$ cat config.mk
export PLATFORM = sky130hd
export DESIGN_NAME = alc_input_digital_volume
export DESIGN_NICKNAME = d
export VERILOG_FILES = /design/src/verilog/sample_fifo.v /design/src/verilog/gain_channel.v /design/src/verilog/alc_input_digital_volume.v
export VERILOG_INCLUDE_DIRS = /design/src /design/src/pkg
export SDC_FILE = /design/constraint.sdc
export NUM_CORES = 2
export LEC_CHECK = 0
export BUFFER_PORTS_ARGS = -buffer_cell sky130_fd_sc_hd__buf_2
export CAP_MARGIN = 0
export CORE_ASPECT_RATIO = 1.4
export CORE_MARGIN = 3
export CORE_UTILIZATION = 50
export DETAILED_ROUTE_END_ITERATION = 12
export GPL_TIMING_DRIVEN = 0
export PLACE_DENSITY = 0.66
export SETUP_SLACK_MARGIN = 0.5
export SYNTH_ARGS = -nofsm -noshare
export SYNTH_HDL_FRONTEND = slang
export SYNTH_SLANG_ARGS = --single-unit
$ cat constraint.sdc
create_clock -name sys_clk_i -period 17.9 [get_ports sys_clk_i]
set_input_delay 1.79 -clock sys_clk_i [delete_from_list [all_inputs] [get_ports sys_clk_i]]
set_output_delay 1.79 -clock sys_clk_i [all_outputs]
set_load 0.02 [all_outputs]
$ cat src/pkg/alc_volume_defs.vh
// Constants shared by the input volume and level-control stage
// How it works
// - While level control runs, the applied gain is copied to the current-gain output.
// - Current gain reads back valid only in three-wire serial control mode.
// - Gain codes step 0.375 dB: F1H +36 dB, 91H 0 dB, 01H -54 dB, 00H mute.
// - After both enables clear, output is zero until manual volume starts.
// - Level control off and filter select 1 gives manual volume from gain fields.
// - Manual gain applies at a zero crossing or when the timeout expires.
// - Link bit 1: left field drives both channels; 0: separate fields.
// - Each channel runs its own zero-crossing detection and timeout.
// - Gains written while filter is powered down are held and used at power-up.
// - Writing a different gain restarts that channel's timeout counter.
// - Writing the same gain again does not restart the counter.
// - Limiter zero-cross select 0 waits for crossings unless fast limit is on; select 1 steps at once.
// - Recovery never raises gain above the gain ceiling.
// - Timeout selection 00..11 gives 128, 256, 512, 1024 sample periods.
// - After each wait period gain rises by the recovery step of 1..4 codes.
// - Fast recovery runs 4, 8 or 16 times faster for codes 00, 01, 10.
`ifndef ALC_VOLUME_DEFS_VH
`define ALC_VOLUME_DEFS_VH

// Gain code reset, mute and minimum values
`define IN_GAIN_RESET 8'hE1
`define GAIN_MUTE 8'h00
`define GAIN_MIN 8'h01
// Base periods in samples
`define ZC_BASE_SAMPLES 11'h080
`define WAIT_BASE_SAMPLES 15'h0080
// Limiter detection and reset levels on 24-bit magnitude
`define LVL_M2P5 24'h5F_FDAC
`define LVL_M4P1 24'h4F_D580
`define LVL_M6P0 24'h40_26A8
`define LVL_M8P5 24'h30_1AD8
`define LVL_M12 24'h20_2678
// Selector reset values
`define ZC_SEL_RESET 2'h0
`define FAST_SEL_RESET 2'h0

`endif

$ cat src/verilog/sample_fifo.v
// Small valid/ready FIFO for stereo sample words
`timescale 1ns/1ps
module sample_fifo #(
  parameter WIDTH = 48,
  parameter DEPTH = 4,
  parameter AW = 2
) (
  // Clock and reset
  input wire sys_clk_i,
  input wire reset_i,
  // Fill side
  input wire wr_valid_i,
  input wire [WIDTH-1:0] wr_data_i,
  output wire wr_ready_o,
  // Drain side
  output wire rd_valid_o,
  output wire [WIDTH-1:0] rd_data_o,
  input wire rd_ready_i
);
  reg [WIDTH-1:0] mem [0:DEPTH-1];
  reg [AW-1:0] wr_ptr;
  reg [AW-1:0] rd_ptr;
  reg [AW:0] count;
  wire push = wr_valid_i && wr_ready_o;
  wire pop = rd_valid_o && rd_ready_i;

  // Honest full and empty
  assign wr_ready_o = (count != DEPTH[AW:0]);
  assign rd_valid_o = (count != {(AW+1){1'b0}});
  assign rd_data_o = mem[rd_ptr];

  // Pointer and occupancy update
  always @(posedge sys_clk_i) begin
    if (reset_i) begin
      wr_ptr <= {AW{1'b0}};
      rd_ptr <= {AW{1'b0}};
      count <= {(AW+1){1'b0}};
    end else begin
      if (push) begin
        mem[wr_ptr] <= wr_data_i;
        wr_ptr <= (wr_ptr == DEPTH[AW-1:0] - 1'b1) ? {AW{1'b0}} : wr_ptr + 1'b1;
      end
      if (pop)
        rd_ptr <= (rd_ptr == DEPTH[AW-1:0] - 1'b1) ? {AW{1'b0}} : rd_ptr + 1'b1;
      if (push && !pop)
        count <= count + 1'b1;
      else if (pop && !push)
        count <= count - 1'b1;
    end
  end
endmodule

$ cat src/verilog/gain_channel.v
// One channel of zero-crossing gain update and gain scaling
`timescale 1ns/1ps
`include "alc_volume_defs.vh"
module gain_channel #(
  parameter DW = 24
) (
  // Clock and reset
  input wire sys_clk_i,
  input wire reset_i,
  // Sample step
  input wire run_i,
  input wire step_i,
  input wire signed [DW-1:0] sample_i,
  // Gain request
  input wire wr_i,
  input wire [7:0] wr_gain_i,
  input wire force_i,
  input wire [1:0] zc_sel_i,
  // Result
  output wire signed [DW-1:0] scaled_o,
  output reg [7:0] gain_o
);
  reg [7:0] last_wr;
  reg [7:0] pending;
  reg busy;
  reg [10:0] cnt;
  reg prev_sign;
  wire zc = (sample_i[DW-1] != prev_sign) || (sample_i == {DW{1'b0}});
  wire [10:0] tmo = (`ZC_BASE_SAMPLES << zc_sel_i) - 11'h001;

  // Linear gain: 16 codes per 6 dB octave, fraction table in Q2.14
  function [DW-1:0] scale;
    input [DW-1:0] smp;
    input [7:0] code;
    reg [7:0] d;
    reg [15:0] f;
    reg signed [63:0] p;
    reg signed [63:0] lim;
    begin
      d = code - 8'h01;
      lim = 64'sd1 <<< (DW - 1);
      case (d[3:0])
        4'h0: f = 16'h4000;
        4'h1: f = 16'h42D3;
        4'h2: f = 16'h45C6;
        4'h3: f = 16'h48D9;
        4'h4: f = 16'h4C10;
        4'h5: f = 16'h4F6B;
        4'h6: f = 16'h52EC;
        4'h7: f = 16'h5695;
        4'h8: f = 16'h5A67;
        4'h9: f = 16'h5E65;
        4'hA: f = 16'h628E;
        4'hB: f = 16'h66E7;
        4'hC: f = 16'h6B72;
        4'hD: f = 16'h702F;
        4'hE: f = 16'h7522;
        default: f = 16'h7A4E;
      endcase
      p = $signed(smp) * $signed({1'b0, f});
      p = (p <<< d[7:4]) >>> 23;
      if (code == `GAIN_MUTE)
        scale = {DW{1'b0}};
      else if (p >= lim)
        scale = {1'b0, {(DW-1){1'b1}}};
      else if (p < -lim)
        scale = {1'b1, {(DW-1){1'b0}}};
      else
        scale = p[DW-1:0];
    end
  endfunction

  assign scaled_o = scale(sample_i, gain_o);

  // Pending gain, timeout counter and update at crossing
  always @(posedge sys_clk_i) begin
    if (reset_i) begin
      gain_o <= `IN_GAIN_RESET;
      last_wr <= `IN_GAIN_RESET;
      pending <= `IN_GAIN_RESET;
      busy <= 1'b0;
      cnt <= 11'h000;
      prev_sign <= 1'b0;
    end else begin
      if (step_i)
        prev_sign <= sample_i[DW-1];
      if (wr_i)
        last_wr <= wr_gain_i;
      if (!run_i) begin
        gain_o <= wr_i ? wr_gain_i : (busy ? pending : gain_o);
        busy <= 1'b0;
      end else if (wr_i && force_i) begin
        gain_o <= wr_gain_i;
        busy <= 1'b0;
      end else if (wr_i && wr_gain_i != last_wr) begin
        pending <= wr_gain_i;
        busy <= 1'b1;
        cnt <= 11'h000;
      end else if (busy && step_i) begin
        if (zc || cnt == tmo) begin
          gain_o <= pending;
          busy <= 1'b0;
        end else begin
          cnt <= cnt + 11'h001;
        end
      end
    end
  end
endmodule

$ cat src/verilog/alc_input_digital_volume.v
// Recording-path digital volume with level control and manual mode
`timescale 1ns/1ps
`include "alc_volume_defs.vh"
module alc_input_digital_volume #(
  parameter DW = 24,
  parameter FIFO_DEPTH = 4,
  parameter FIFO_AW = 2
) (
  // Clock and reset
  input wire sys_clk_i,
  input wire reset_i,
  // Incoming samples
  input wire in_valid_i,
  input wire [DW-1:0] in_left_i,
  input wire [DW-1:0] in_right_i,
  output wire in_ready_o,
  // Outgoing samples
  output reg out_valid_o,
  output reg [DW-1:0] out_left_o,
  output reg [DW-1:0] out_right_o,
  input wire out_ready_i,
  // Mode control
  input wire rec_level_ctl_en_i,
  input wire play_level_ctl_en_i,
  input wire adc_path_filter_sel_i,
  input wire filter_power_up_i,
  input wire serial_ctl_mode_i,
  // Manual gain
  input wire in_gain_write_i,
  input wire [7:0] in_gain_left_i,
  input wire [7:0] in_gain_right_i,
  input wire in_gain_linked_i,
  // Level-control parameters
  input wire [1:0] zc_timeout_sel_i,
  input wire [2:0] recovery_wait_sel_i,
  input wire [7:0] rec_gain_ceiling_i,
  input wire [1:0] limit_threshold_sel_i,
  input wire [1:0] limit_atten_step_sel_i,
  input wire limit_zc_select_i,
  input wire fast_limit_en_i,
  input wire [1:0] recovery_step_sel_i,
  input wire [1:0] fast_recovery_speed_sel_i,
  // Status
  output reg [7:0] alc_current_gain_o,
  output wire alc_current_gain_valid_o,
  output wire manual_mode_o,
  output reg alc_muted_o
);
  // Magnitude of a signed sample
  function [DW-1:0] mag;
    input [DW-1:0] s;
    begin
      if (s[DW-1])
        mag = ~s + 1'b1;
      else
        mag = s;
    end
  endfunction

  wire fifo_valid;
  wire [2*DW-1:0] fifo_data;
  wire pop = fifo_valid && (!out_valid_o || out_ready_i);
  wire [DW-1:0] smp_l = fifo_data[2*DW-1:DW];
  wire [DW-1:0] smp_r = fifo_data[DW-1:0];
  wire [DW-1:0] scaled_l;
  wire [DW-1:0] scaled_r;
  wire [7:0] gain_l;
  wire [7:0] gain_r;

  // Samples wait here while the output side stalls
  sample_fifo #(
    .WIDTH(2*DW),
    .DEPTH(FIFO_DEPTH),
    .AW(FIFO_AW)
  ) u_fifo (
    .sys_clk_i(sys_clk_i),
    .reset_i(reset_i),
    .wr_valid_i(in_valid_i),
    .wr_data_i({in_left_i, in_right_i}),
    .wr_ready_o(in_ready_o),
    .rd_valid_o(fifo_valid),
    .rd_data_o(fifo_data),
    .rd_ready_i(pop)
  );

  // Mode decode
  wire any_en = rec_level_ctl_en_i || play_level_ctl_en_i;
  wire alc_run = rec_level_ctl_en_i && filter_power_up_i;
  assign manual_mode_o = !rec_level_ctl_en_i && adc_path_filter_sel_i && filter_power_up_i;
  assign alc_current_gain_valid_o = serial_ctl_mode_i;

  // Parameters latched only while level control is off
  reg [1:0] lk_thr;
  reg [1:0] lk_att;
  reg [2:0] lk_wait;
  reg [7:0] lk_ceil;
  reg [1:0] lk_rstep;
  reg [1:0] lk_fast;
  reg lk_zc;
  reg lk_flim;
  always @(posedge sys_clk_i) begin
    if (reset_i) begin
      lk_thr <= 2'h0;
      lk_att <= 2'h0;
      lk_wait <= 3'h0;
      lk_ceil <= `IN_GAIN_RESET;
      lk_rstep <= 2'h0;
      lk_fast <= `FAST_SEL_RESET;
      lk_zc <= 1'b0;
      lk_flim <= 1'b0;
    end else if (!any_en) begin
      lk_thr <= limit_threshold_sel_i;
      lk_att <= limit_atten_step_sel_i;
      lk_wait <= recovery_wait_sel_i;
      lk_ceil <= rec_gain_ceiling_i;
      lk_rstep <= recovery_step_sel_i;
      lk_fast <= fast_recovery_speed_sel_i;
      lk_zc <= limit_zc_select_i;
      lk_flim <= fast_limit_en_i;
    end
  end

  // Limiter and reset levels for the threshold selection
  reg [DW-1:0] lvl_det;
  reg [DW-1:0] lvl_rst;
  always @* begin
    case (lk_thr)
      2'h0: begin
        lvl_det = `LVL_M2P5;
        lvl_rst = `LVL_M4P1;
      end
      2'h1: begin
        lvl_det = `LVL_M4P1;
        lvl_rst = `LVL_M6P0;
      end
      2'h2: begin
        lvl_det = `LVL_M6P0;
        lvl_rst = `LVL_M8P5;
      end
      default: begin
        lvl_det = `LVL_M8P5;
        lvl_rst = `LVL_M12;
      end
    endcase
  end

  // Level of the sample just produced
  wire [DW-1:0] mag_l = mag(out_left_o);
  wire [DW-1:0] mag_r = mag(out_right_o);
  wire [DW-1:0] level = (mag_l > mag_r) ? mag_l : mag_r;
  wire over = level >= lvl_det;
  wire in_band = !over && level >= lvl_rst;

  // Attenuation step per selection
  reg [7:0] att_step;
  always @* begin
    case (lk_att)
      2'h1: att_step = 8'h02;
      2'h2: att_step = 8'h02;
      default: att_step = 8'h01;
    endcase
  end

  // Recovery wait, shortened while fast recovery is armed
  reg fast_rec;
  reg [14:0] wait_cnt;
  reg [3:0] fast_shift;
  always @* begin
    case (lk_fast)
      2'h0: fast_shift = 4'h2;
      2'h1: fast_shift = 4'h3;
      default: fast_shift = 4'h4;
    endcase
  end
  wire [14:0] wait_full = `WAIT_BASE_SAMPLES << lk_wait;
  wire [14:0] wait_len = fast_rec ? (wait_full >> fast_shift) : wait_full;
  wire wait_done = wait_cnt >= wait_len - 15'h0001;

  // Next level-control gain
  reg [7:0] alc_gain;
  reg [7:0] next_alc_gain;
  reg [8:0] up;
  reg alc_limit;
  reg alc_recover;
  always @* begin
    next_alc_gain = alc_gain;
    alc_limit = 1'b0;
    alc_recover = 1'b0;
    up = {1'b0, alc_gain} + {7'h00, lk_rstep} + 9'h001;
    if (over) begin
      alc_limit = 1'b1;
      next_alc_gain = (alc_gain > att_step) ? alc_gain - att_step : `GAIN_MIN;
    end else if (!in_band && wait_done && alc_gain < lk_ceil) begin
      alc_recover = 1'b1;
      next_alc_gain = (up > {1'b0, lk_ceil}) ? lk_ceil : up[7:0];
    end
  end

  // Level-control state runs once per output sample
  reg measure;
  always @(posedge sys_clk_i) begin
    if (reset_i) begin
      alc_gain <= `IN_GAIN_RESET;
      wait_cnt <= 15'h0000;
      fast_rec <= 1'b0;
      measure <= 1'b0;
    end else begin
      measure <= pop;
      if (!alc_run) begin
        alc_gain <= gain_l;
        wait_cnt <= 15'h0000;
        fast_rec <= 1'b0;
      end else if (measure) begin
        alc_gain <= next_alc_gain;
        if (alc_limit) begin
          wait_cnt <= 15'h0000;
          fast_rec <= 1'b1;
        end else if (in_band || alc_recover) begin
          wait_cnt <= 15'h0000;
          if (alc_recover)
            fast_rec <= 1'b0;
        end else if (!wait_done) begin
          wait_cnt <= wait_cnt + 15'h0001;
        end
      end
    end
  end

  // Live gain copied to status while level control runs
  always @(posedge sys_clk_i) begin
    if (reset_i)
      alc_current_gain_o <= `IN_GAIN_RESET;
    else if (alc_run)
      alc_current_gain_o <= gain_l;
  end

  // Gain requests to the two channels
  wire alc_wr = alc_run && measure && (next_alc_gain != alc_gain);
  wire alc_force = alc_limit && (lk_zc || lk_flim);
  wire ch_wr = alc_run ? alc_wr : in_gain_write_i;
  wire [7:0] req_l = alc_run ? next_alc_gain : in_gain_left_i;
  wire [7:0] req_r = alc_run ? next_alc_gain : (in_gain_linked_i ? in_gain_left_i : in_gain_right_i);

  // Independent crossing and timeout per channel
  gain_channel #(
    .DW(DW)
  ) u_left (
    .sys_clk_i(sys_clk_i),
    .reset_i(reset_i),
    .run_i(filter_power_up_i),
    .step_i(pop),
    .sample_i(smp_l),
    .wr_i(ch_wr),
    .wr_gain_i(req_l),
    .force_i(alc_run && alc_force),
    .zc_sel_i(zc_timeout_sel_i),
    .scaled_o(scaled_l),
    .gain_o(gain_l)
  );

  gain_channel #(
    .DW(DW)
  ) u_right (
    .sys_clk_i(sys_clk_i),
    .reset_i(reset_i),
    .run_i(filter_power_up_i),
    .step_i(pop),
    .sample_i(smp_r),
    .wr_i(ch_wr),
    .wr_gain_i(req_r),
    .force_i(alc_run && alc_force),
    .zc_sel_i(zc_timeout_sel_i),
    .scaled_o(scaled_r),
    .gain_o(gain_r)
  );

  // Silence after level control stops until manual mode begins
  reg any_en_d;
  always @(posedge sys_clk_i) begin
    if (reset_i) begin
      any_en_d <= 1'b0;
      alc_muted_o <= 1'b0;
    end else begin
      any_en_d <= any_en;
      if (manual_mode_o)
        alc_muted_o <= 1'b0;
      else if (any_en_d && !any_en)
        alc_muted_o <= 1'b1;
    end
  end

  // Output register with back-pressure
  always @(posedge sys_clk_i) begin
    if (reset_i) begin
      out_valid_o <= 1'b0;
      out_left_o <= {DW{1'b0}};
      out_right_o <= {DW{1'b0}};
    end else begin
      if (pop) begin
        out_valid_o <= 1'b1;
        out_left_o <= alc_muted_o ? {DW{1'b0}} : scaled_l;
        out_right_o <= alc_muted_o ? {DW{1'b0}} : scaled_r;
      end else if (out_ready_i) begin
        out_valid_o <= 1'b0;
      end
    end
  end
endmodule

# Word-level counts from Yosys, hierarchy flattened
# Memory sizes are Yosys's and may differ from the RTL's. A register that Yosys moved wholly into a read port is not among the register bits.
# Cells that the tools add are included.
# Widths: inputs -> output; s select.
dict set report totals {
  wordCells 239
  inputBits 98
  rom_bits 448
  ramBits 192
  memories 3
  out_inout_bits 61
  register_bits 186
}
# name depth word_bits rd rd_clocked_by_memory_dff write_ports line
set mem_list {}
lappend mem_list {{(no name shown)} 16 14 1 0 0 gain_channel.v:42} ;# case (d[3:0])
lappend mem_list {{(no name shown)} 16 14 1 0 0 gain_channel.v:42}
lappend mem_list {u_fifo.mem 4 48 1 1 1 sample_fifo.v:20} ;# reg [WIDTH-1:0] mem [0:DEPTH-1];
dict set report classes {
  mux 72
  eq_ne 25
  n_lt_le_gt_ge 11
  shift 5
  bitwise_logic 5
  n_reduce_logical 67
  n_mul 2
  add_sub_neg 16
}
# op n
set op_table {}
lappend op_table {{$mux 24} 11}
lappend op_table {{$mux 8} 23}
lappend op_table {{$pmux 23 s3} 2}
lappend op_table {{$sshl 41x4->64} 2}
lappend op_table {{$ge 41x25->1 const B} 2}
lappend op_table {{$lt 41x24->1 const B} 2}
lappend op_table {{$mul 24x17->41} 2}
lappend op_table {{$mux 11} 6}
lappend op_table {{$mux 15} 4}
lappend op_table {{$add 24x1->24 const B} 2}
lappend op_table {{$ge 24x24->1} 2}
lappend op_table {{$logic_not 24->1} 2}
lappend op_table {{$not 24->24} 2}
lappend op_table {{$gt 24x24->1} 1}
lappend op_table {{$ne 8x8->1} 3}
lappend op_table {{$add 11x1->11 const B} 2}
lappend op_table {{$eq 11x11->1} 2}
lappend op_table {{$logic_and 1x1->1} 21}
lappend op_table {{$mux 1} 18}
lappend op_table {{$logic_not 8->1} 2}
lappend op_table {{$reduce_and 4->1} 4}
lappend op_table {{$reduce_bool 2->1} 8}
lappend op_table {{$sub 8x1->8 const B} 2}
lappend op_table {{$add 15x1->15 const B} 1}
lappend op_table {{34 further kinds} 77}

# Longest topological paths before layout
dict set report depth {
  word_depth 20
  mapped_depth 39
  mapped_depth_nobuf 34
}

# Cells and area by module
# Synthesis repeated with hierarchy kept, for this count alone.
dict set report unflattened {
  cells_unflattened 5771
  hier_area_um2 51979.9
}
# mod n_inst cells_each area_per_inst_um2 seq_area_each_um2
set by_module_without_submodules {}
lappend by_module_without_submodules {{gain_channel at u_right} 1 2202 17961.0 740.7}
lappend by_module_without_submodules {{gain_channel at u_left} 1 2120 17742.0 740.7}
lappend by_module_without_submodules {alc_input_digital_volume 1 1149 8877.3 2102.0}
lappend by_module_without_submodules {sample_fifo 1 300 7399.6 5945.7}

# Worst setup path after synthesis
# OpenSTA, ideal clock, no wires.
dict set report synth_path {
  path_type {register -> register}
  from {register u_left.gain_o[0]}
  to {register out_left_o[10]}
  setup_time_ns 0.095
  required_ns 17.805
  slack_ns 7.875
  path_stages_with_launch 34
  arrival_ns 9.930
  synth_period_minus_slack_ns 10.025
  n_path_buf 3
  cell_sequence {dfxtp_1 > clkbuf_1 > inv_1 > ha_1 > xnor2_1 > nor3_1 > o21a_1 > a311oi_1 > clkbuf_1 > nand2_1 > fa_1 > fa_1 > inv_1 > fa_1 > fa_1 > fa_1 > inv_1 > fa_1 > inv_1 > ha_1 > clkbuf_1 > nand4_1 > or2_2 > or4_1 > a21oi_1 > nor3_1 > o31a_1 > a211o_1 > nor2b_1 > a2111oi_0 > nand4_1 > o311ai_0 > nand2_1 > a221oi_1}
}
dict set report synth_between {
  elab_chain_len 9
  word_cells_on_any_way 11
  classes_between {add/sub: 1; mul: 1; order compare: 2; shift: 1; mux: 4; reduce/logical: 1; memory: 1}
}
# element line
set synth_rtl {}
lappend synth_rtl {{from (decl)} gain_channel.v:21} ;# output reg [7:0] gain_o
lappend synth_rtl {{from (signal assigned)} gain_channel.v:78} ;# gain_o <= `IN_GAIN_RESET;
lappend synth_rtl {{from (signal assigned)} gain_channel.v:90} ;# gain_o <= wr_i ? wr_gain_i : (busy ? pending : gain_o);
lappend synth_rtl {{from (signal assigned)} gain_channel.v:93} ;# gain_o <= wr_gain_i;
lappend synth_rtl {{$sub 8x1->8} gain_channel.v:40} ;# d = code - 8'h01;
lappend synth_rtl {{$mem_v2 16x14} --}
lappend synth_rtl {{$mul 24x17->41} gain_channel.v:60} ;# p = $signed(smp) * $signed({1'b0, f});
lappend synth_rtl {{$sshl 41x4->64} gain_channel.v:61} ;# p = (p <<< d[7:4]) >>> 23;
lappend synth_rtl {{$lt 41x24->1} gain_channel.v:66} ;# else if (p < -lim)
lappend synth_rtl {{$mux 24} gain_channel.v:66}
lappend synth_rtl {{$mux 24} gain_channel.v:64} ;# else if (p >= lim)
lappend synth_rtl {{$mux 24 *} gain_channel.v:62} ;# if (code == `GAIN_MUTE)
lappend synth_rtl {{$mux 24 *} alc_input_digital_volume.v:301} ;# out_left_o <= alc_muted_o ? {DW{1'b0}} : scaled_l;
lappend synth_rtl {{to (signal assigned)} alc_input_digital_volume.v:296} ;# out_left_o <= {DW{1'b0}};
lappend synth_rtl {{to (signal assigned)} alc_input_digital_volume.v:301}
lappend synth_rtl {{to (decl)} alc_input_digital_volume.v:19} ;# output reg [DW-1:0] out_left_o,
# Mark *: on every way between the ends. The rest lies on a longest branch, timed or not.
# A chain may end at the register's enable or synchronous reset.

# Worst setup path in the final report
dict set report layout_path {
  from {register u_left.gain_o[0]}
  to {register out_left_o[14]}
}
# Same word-level chain as after synthesis.

==> results.toml <==
[status]
status = "finished, final reports clean"

[timing]
unrepaired_setup_endpoints_after_global_routing = "false"
min_period_ps = 13480
slew_headroom_pct = 9.275
clock.fmax_mhz = 74.18
postLayoutSetupSlackWorst_ps = 4419
totalNegativeSetupSlack_ps = 0
worst_pin_slew_ps = 1352
period_utilisation_layout_pct = 75.31
maxSlewViolCount = 0
setup_viol = 0
hold_viol_final = 0
worst_clock_skew_ps = 43.55

[clock_network]
ctsHoldBuffers = 0
cts_setup_buffers = 0
clock_sink_count = 380
clock_tree.root_cell = "sky130_fd_sc_hd__clkbuf_16"
tritoncts = "done"
cts-resized-gates = 0
clk_pin_slew_worst_paths_ps = 60
tritoncts_buffer_count = 39
clk_path_buf_depth = 3
worst_skew_pair.late_latency_ps = 590
cts_max_level = 2

[worst_setup_path]
cpMaxStageDelayCell = "sky130_fd_sc_hd__a311oi_1"
worst_setup_path_start_kind = "register"
path_buf_inv = 8
worst_setup_path_category = "register to register"
critPathCaptureType = "register"
cpMostUsedCell = "sky130_fd_sc_hd__fa_1"
cp.required_ps = 18310
timing.critical_path.arrival_ps = 13890
timing.critical_path.slowest_cell_delay_ps = 1010
critical_path_peak_fanout = 10
cp_top_family = "adder cells"

[placed_design]
dp_slack_ps = 4646
io_buffer_count = 153
post-place-cells = 7395
gp_congestion = 0.9950
hpwl_um = 135300

[layout]
area.growth.synth_to_final_pct = 7.322
multi_input_area_mm2 = 0.03748
filler_cell_count_in_the_final_layout = 9595
finalNonFillerCells = 7473
final-seq-area_mm2 = 0.009529
final_util_pct = 54.13
drive_gt1_share_pct = 5.879
layout.nets = 7219

[min_path]
worst_hold_path_type = "register to register"

[drt]
drt-wirelength-per-cell_um = 22.02
postRouteAntennaNets = 0
drt-total-wl_um = 164600
vias = 44064
drt_first_pass_iters = 5
detail_route.vias_per_cell = 5.896
drt_iter0_drc = 3449
drc_violations_left = 0

[yosys]
synthDistinctLibCells = 97
post-synth-top-area-fraction_pct = 27.15
seq_area_frac_synth_pct = 18.38
number_of_synthesized_flops_with_an_enable_pin = 192
synth_top_cell_by_area = "sky130_fd_sc_hd__fa_1"
synth-warning-count = 0
dominant_synthesized_flop_cell = "sky130_fd_sc_hd__edfxtp_1"
post_synth_main_area_contributors = "sky130_fd_sc_hd__fa_1 (27%), sky130_fd_sc_hd__edfxtp_1 (11%), sky130_fd_sc_hd__ha_1 (7.7%), sky130_fd_sc_hd__dfxtp_1 (7.3%), sky130_fd_sc_hd__inv_1 (7.1%)"
syn-cell-area_mm2 = 0.05184
synth-async-reset-ratio_pct = 0
synthesis.instances = 5895
yosys_register_bits = 380
synth_area_per_cell_um2 = 8.794

[grt]
grt_pass1_wl_um = 258200
gr-usage-met3_pct = 3.918
grt.busiest_layer = "met2"
globalRouteOverflowTotal = 0
grtUsageMet1_pct = 34.46
global_route_usage_sum_pct = 30.82
globalRouteMet2Util_pct = 55.26
number_of_global_route_vias_before_repair = 45925
antenna_found_initial = 19
pin_count_of_the_biggest_net_entering_global_routing = 33

[die]
fp.dieArea_mm2 = 0.1076
start_util_pct = 50.44
chipHeight_um = 387
die_w_um = 278.1
ioPinCount = 159
core-area_mm2 = 0.1028
fp-row-count = 139

[run]
max_cap_viol_count = 0
-- per-stage QoR --
step / area [µm²] / hold WS, ps
2_1_floorplan: 51850 / 432.8
6_report: 55640 / 455.0
5_1_grt: 55620 / 478.2
3_3_place_gp: 54290 / 442.2
4_1_cts: 55610 / 454.4
3_5_place_dp: 54400 / 445.6
-- synth_stat cells (117+ instances only) --
cell                       count
sky130_fd_sc_hd__inv_1       983
sky130_fd_sc_hd__nand2_1     828
sky130_fd_sc_hd__fa_1        703
sky130_fd_sc_hd__ha_1        321
sky130_fd_sc_hd__nor2_1      294
sky130_fd_sc_hd__a21oi_1     283
sky130_fd_sc_hd__clkbuf_1    258
sky130_fd_sc_hd__o21ai_0     194
sky130_fd_sc_hd__edfxtp_1    192
sky130_fd_sc_hd__dfxtp_1     188
sky130_fd_sc_hd__nor2b_1     123
sky130_fd_sc_hd__mux2i_1     117
-- logic make-up after synthesis --
family	Yosys count	share of synthesized area [%]
simple gates	1806	16.23
buf+inv	1288	9.354
fa+ha+maj	1024	34.89
compound gates	1016	12.91
flops	380	18.38
mux	197	5.126
xor+xnor	183	3.092
other cells	1	0.007233
-- routing by layer --
layer	part of all wire [%]	vias to the layer above
li1	-	19922
met1	36	21955
met2	51	1607
met3	5.8	562
met4	7.5	18
met5	0.075	-
-- state kept, by name, summed over array words and instances, names as in the netlist, 3 cells and up, named ones only --
signal and count:
alc_current_gain_o 8, alc_gain 8, lk_ceil 8, lk_wait 3
out_left_o 24, out_right_o 24, u_fifo.count 3, u_fifo.mem 192
u_left.cnt 11, u_left.gain_o 8, u_left.last_wr 8, u_left.pending 8
u_right.cnt 11, u_right.gain_o 8, u_right.last_wr 8, u_right.pending 8
wait_cnt 15
-- tightest hold or removal path, stage by stage, from the launching register on --
cell and delay, ps:
sky130_fd_sc_hd__dfxtp_1 310, sky130_fd_sc_hd__nand2_1 50, sky130_fd_sc_hd__a21oi_1 50
-- final cells by class --
class,count,share of cell area [%]
sequential,380,17.13
timing repair buffer,159,1.552
antenna,10,0.04498
tap,1339,3.011
multi-input combinational,4229,67.37
inverter,983,6.632
buffer,305,2.085
clock buffer,52,1.954
clock inverter,16,0.2249
-- path summary, 6_finish.rpt --
check | to | cells past startpoint | slack [ps] | start
max | out_left_o[14] | 34 | 4420 | u_left.gain_o[0]
min | lk_zc | 2 | 460 | lk_zc
max reg2reg | out_left_o[14] | 34 | 4420 | u_left.gain_o[0]
min reg2reg | lk_zc | 2 | 460 | lk_zc
-- layout by cell type, fill, tap and decap left out, types with 41 or more instances in the layout --
cell,synthesis,final
sky130_fd_sc_hd__a211oi_1,62,62
sky130_fd_sc_hd__a21o_1,69,69
sky130_fd_sc_hd__a21oi_1,283,283
sky130_fd_sc_hd__a31oi_1,41,41
sky130_fd_sc_hd__and2_1,85,81
sky130_fd_sc_hd__and3_1,47,47
sky130_fd_sc_hd__buf_2,9,164
sky130_fd_sc_hd__clkbuf_1,258,267
sky130_fd_sc_hd__clkbuf_16,0,41
sky130_fd_sc_hd__dfxtp_1,188,188
sky130_fd_sc_hd__edfxtp_1,192,192
sky130_fd_sc_hd__fa_1,703,703
sky130_fd_sc_hd__ha_1,321,321
sky130_fd_sc_hd__inv_1,983,983
sky130_fd_sc_hd__mux2i_1,117,117
sky130_fd_sc_hd__mux4_2,52,52
sky130_fd_sc_hd__nand2_1,828,828
sky130_fd_sc_hd__nand3_1,93,93
sky130_fd_sc_hd__nand4_1,41,41
sky130_fd_sc_hd__nor2_1,294,294
sky130_fd_sc_hd__nor2b_1,123,123
sky130_fd_sc_hd__nor3_1,110,110
sky130_fd_sc_hd__o211ai_1,47,47
sky130_fd_sc_hd__o21ai_0,194,194
sky130_fd_sc_hd__xnor2_1,106,106
sky130_fd_sc_hd__xor2_1,77,77
Power is left out: the tool's default activity adds up to more than one toggle a clock period on the data nets, which glitch-free logic cannot reach.
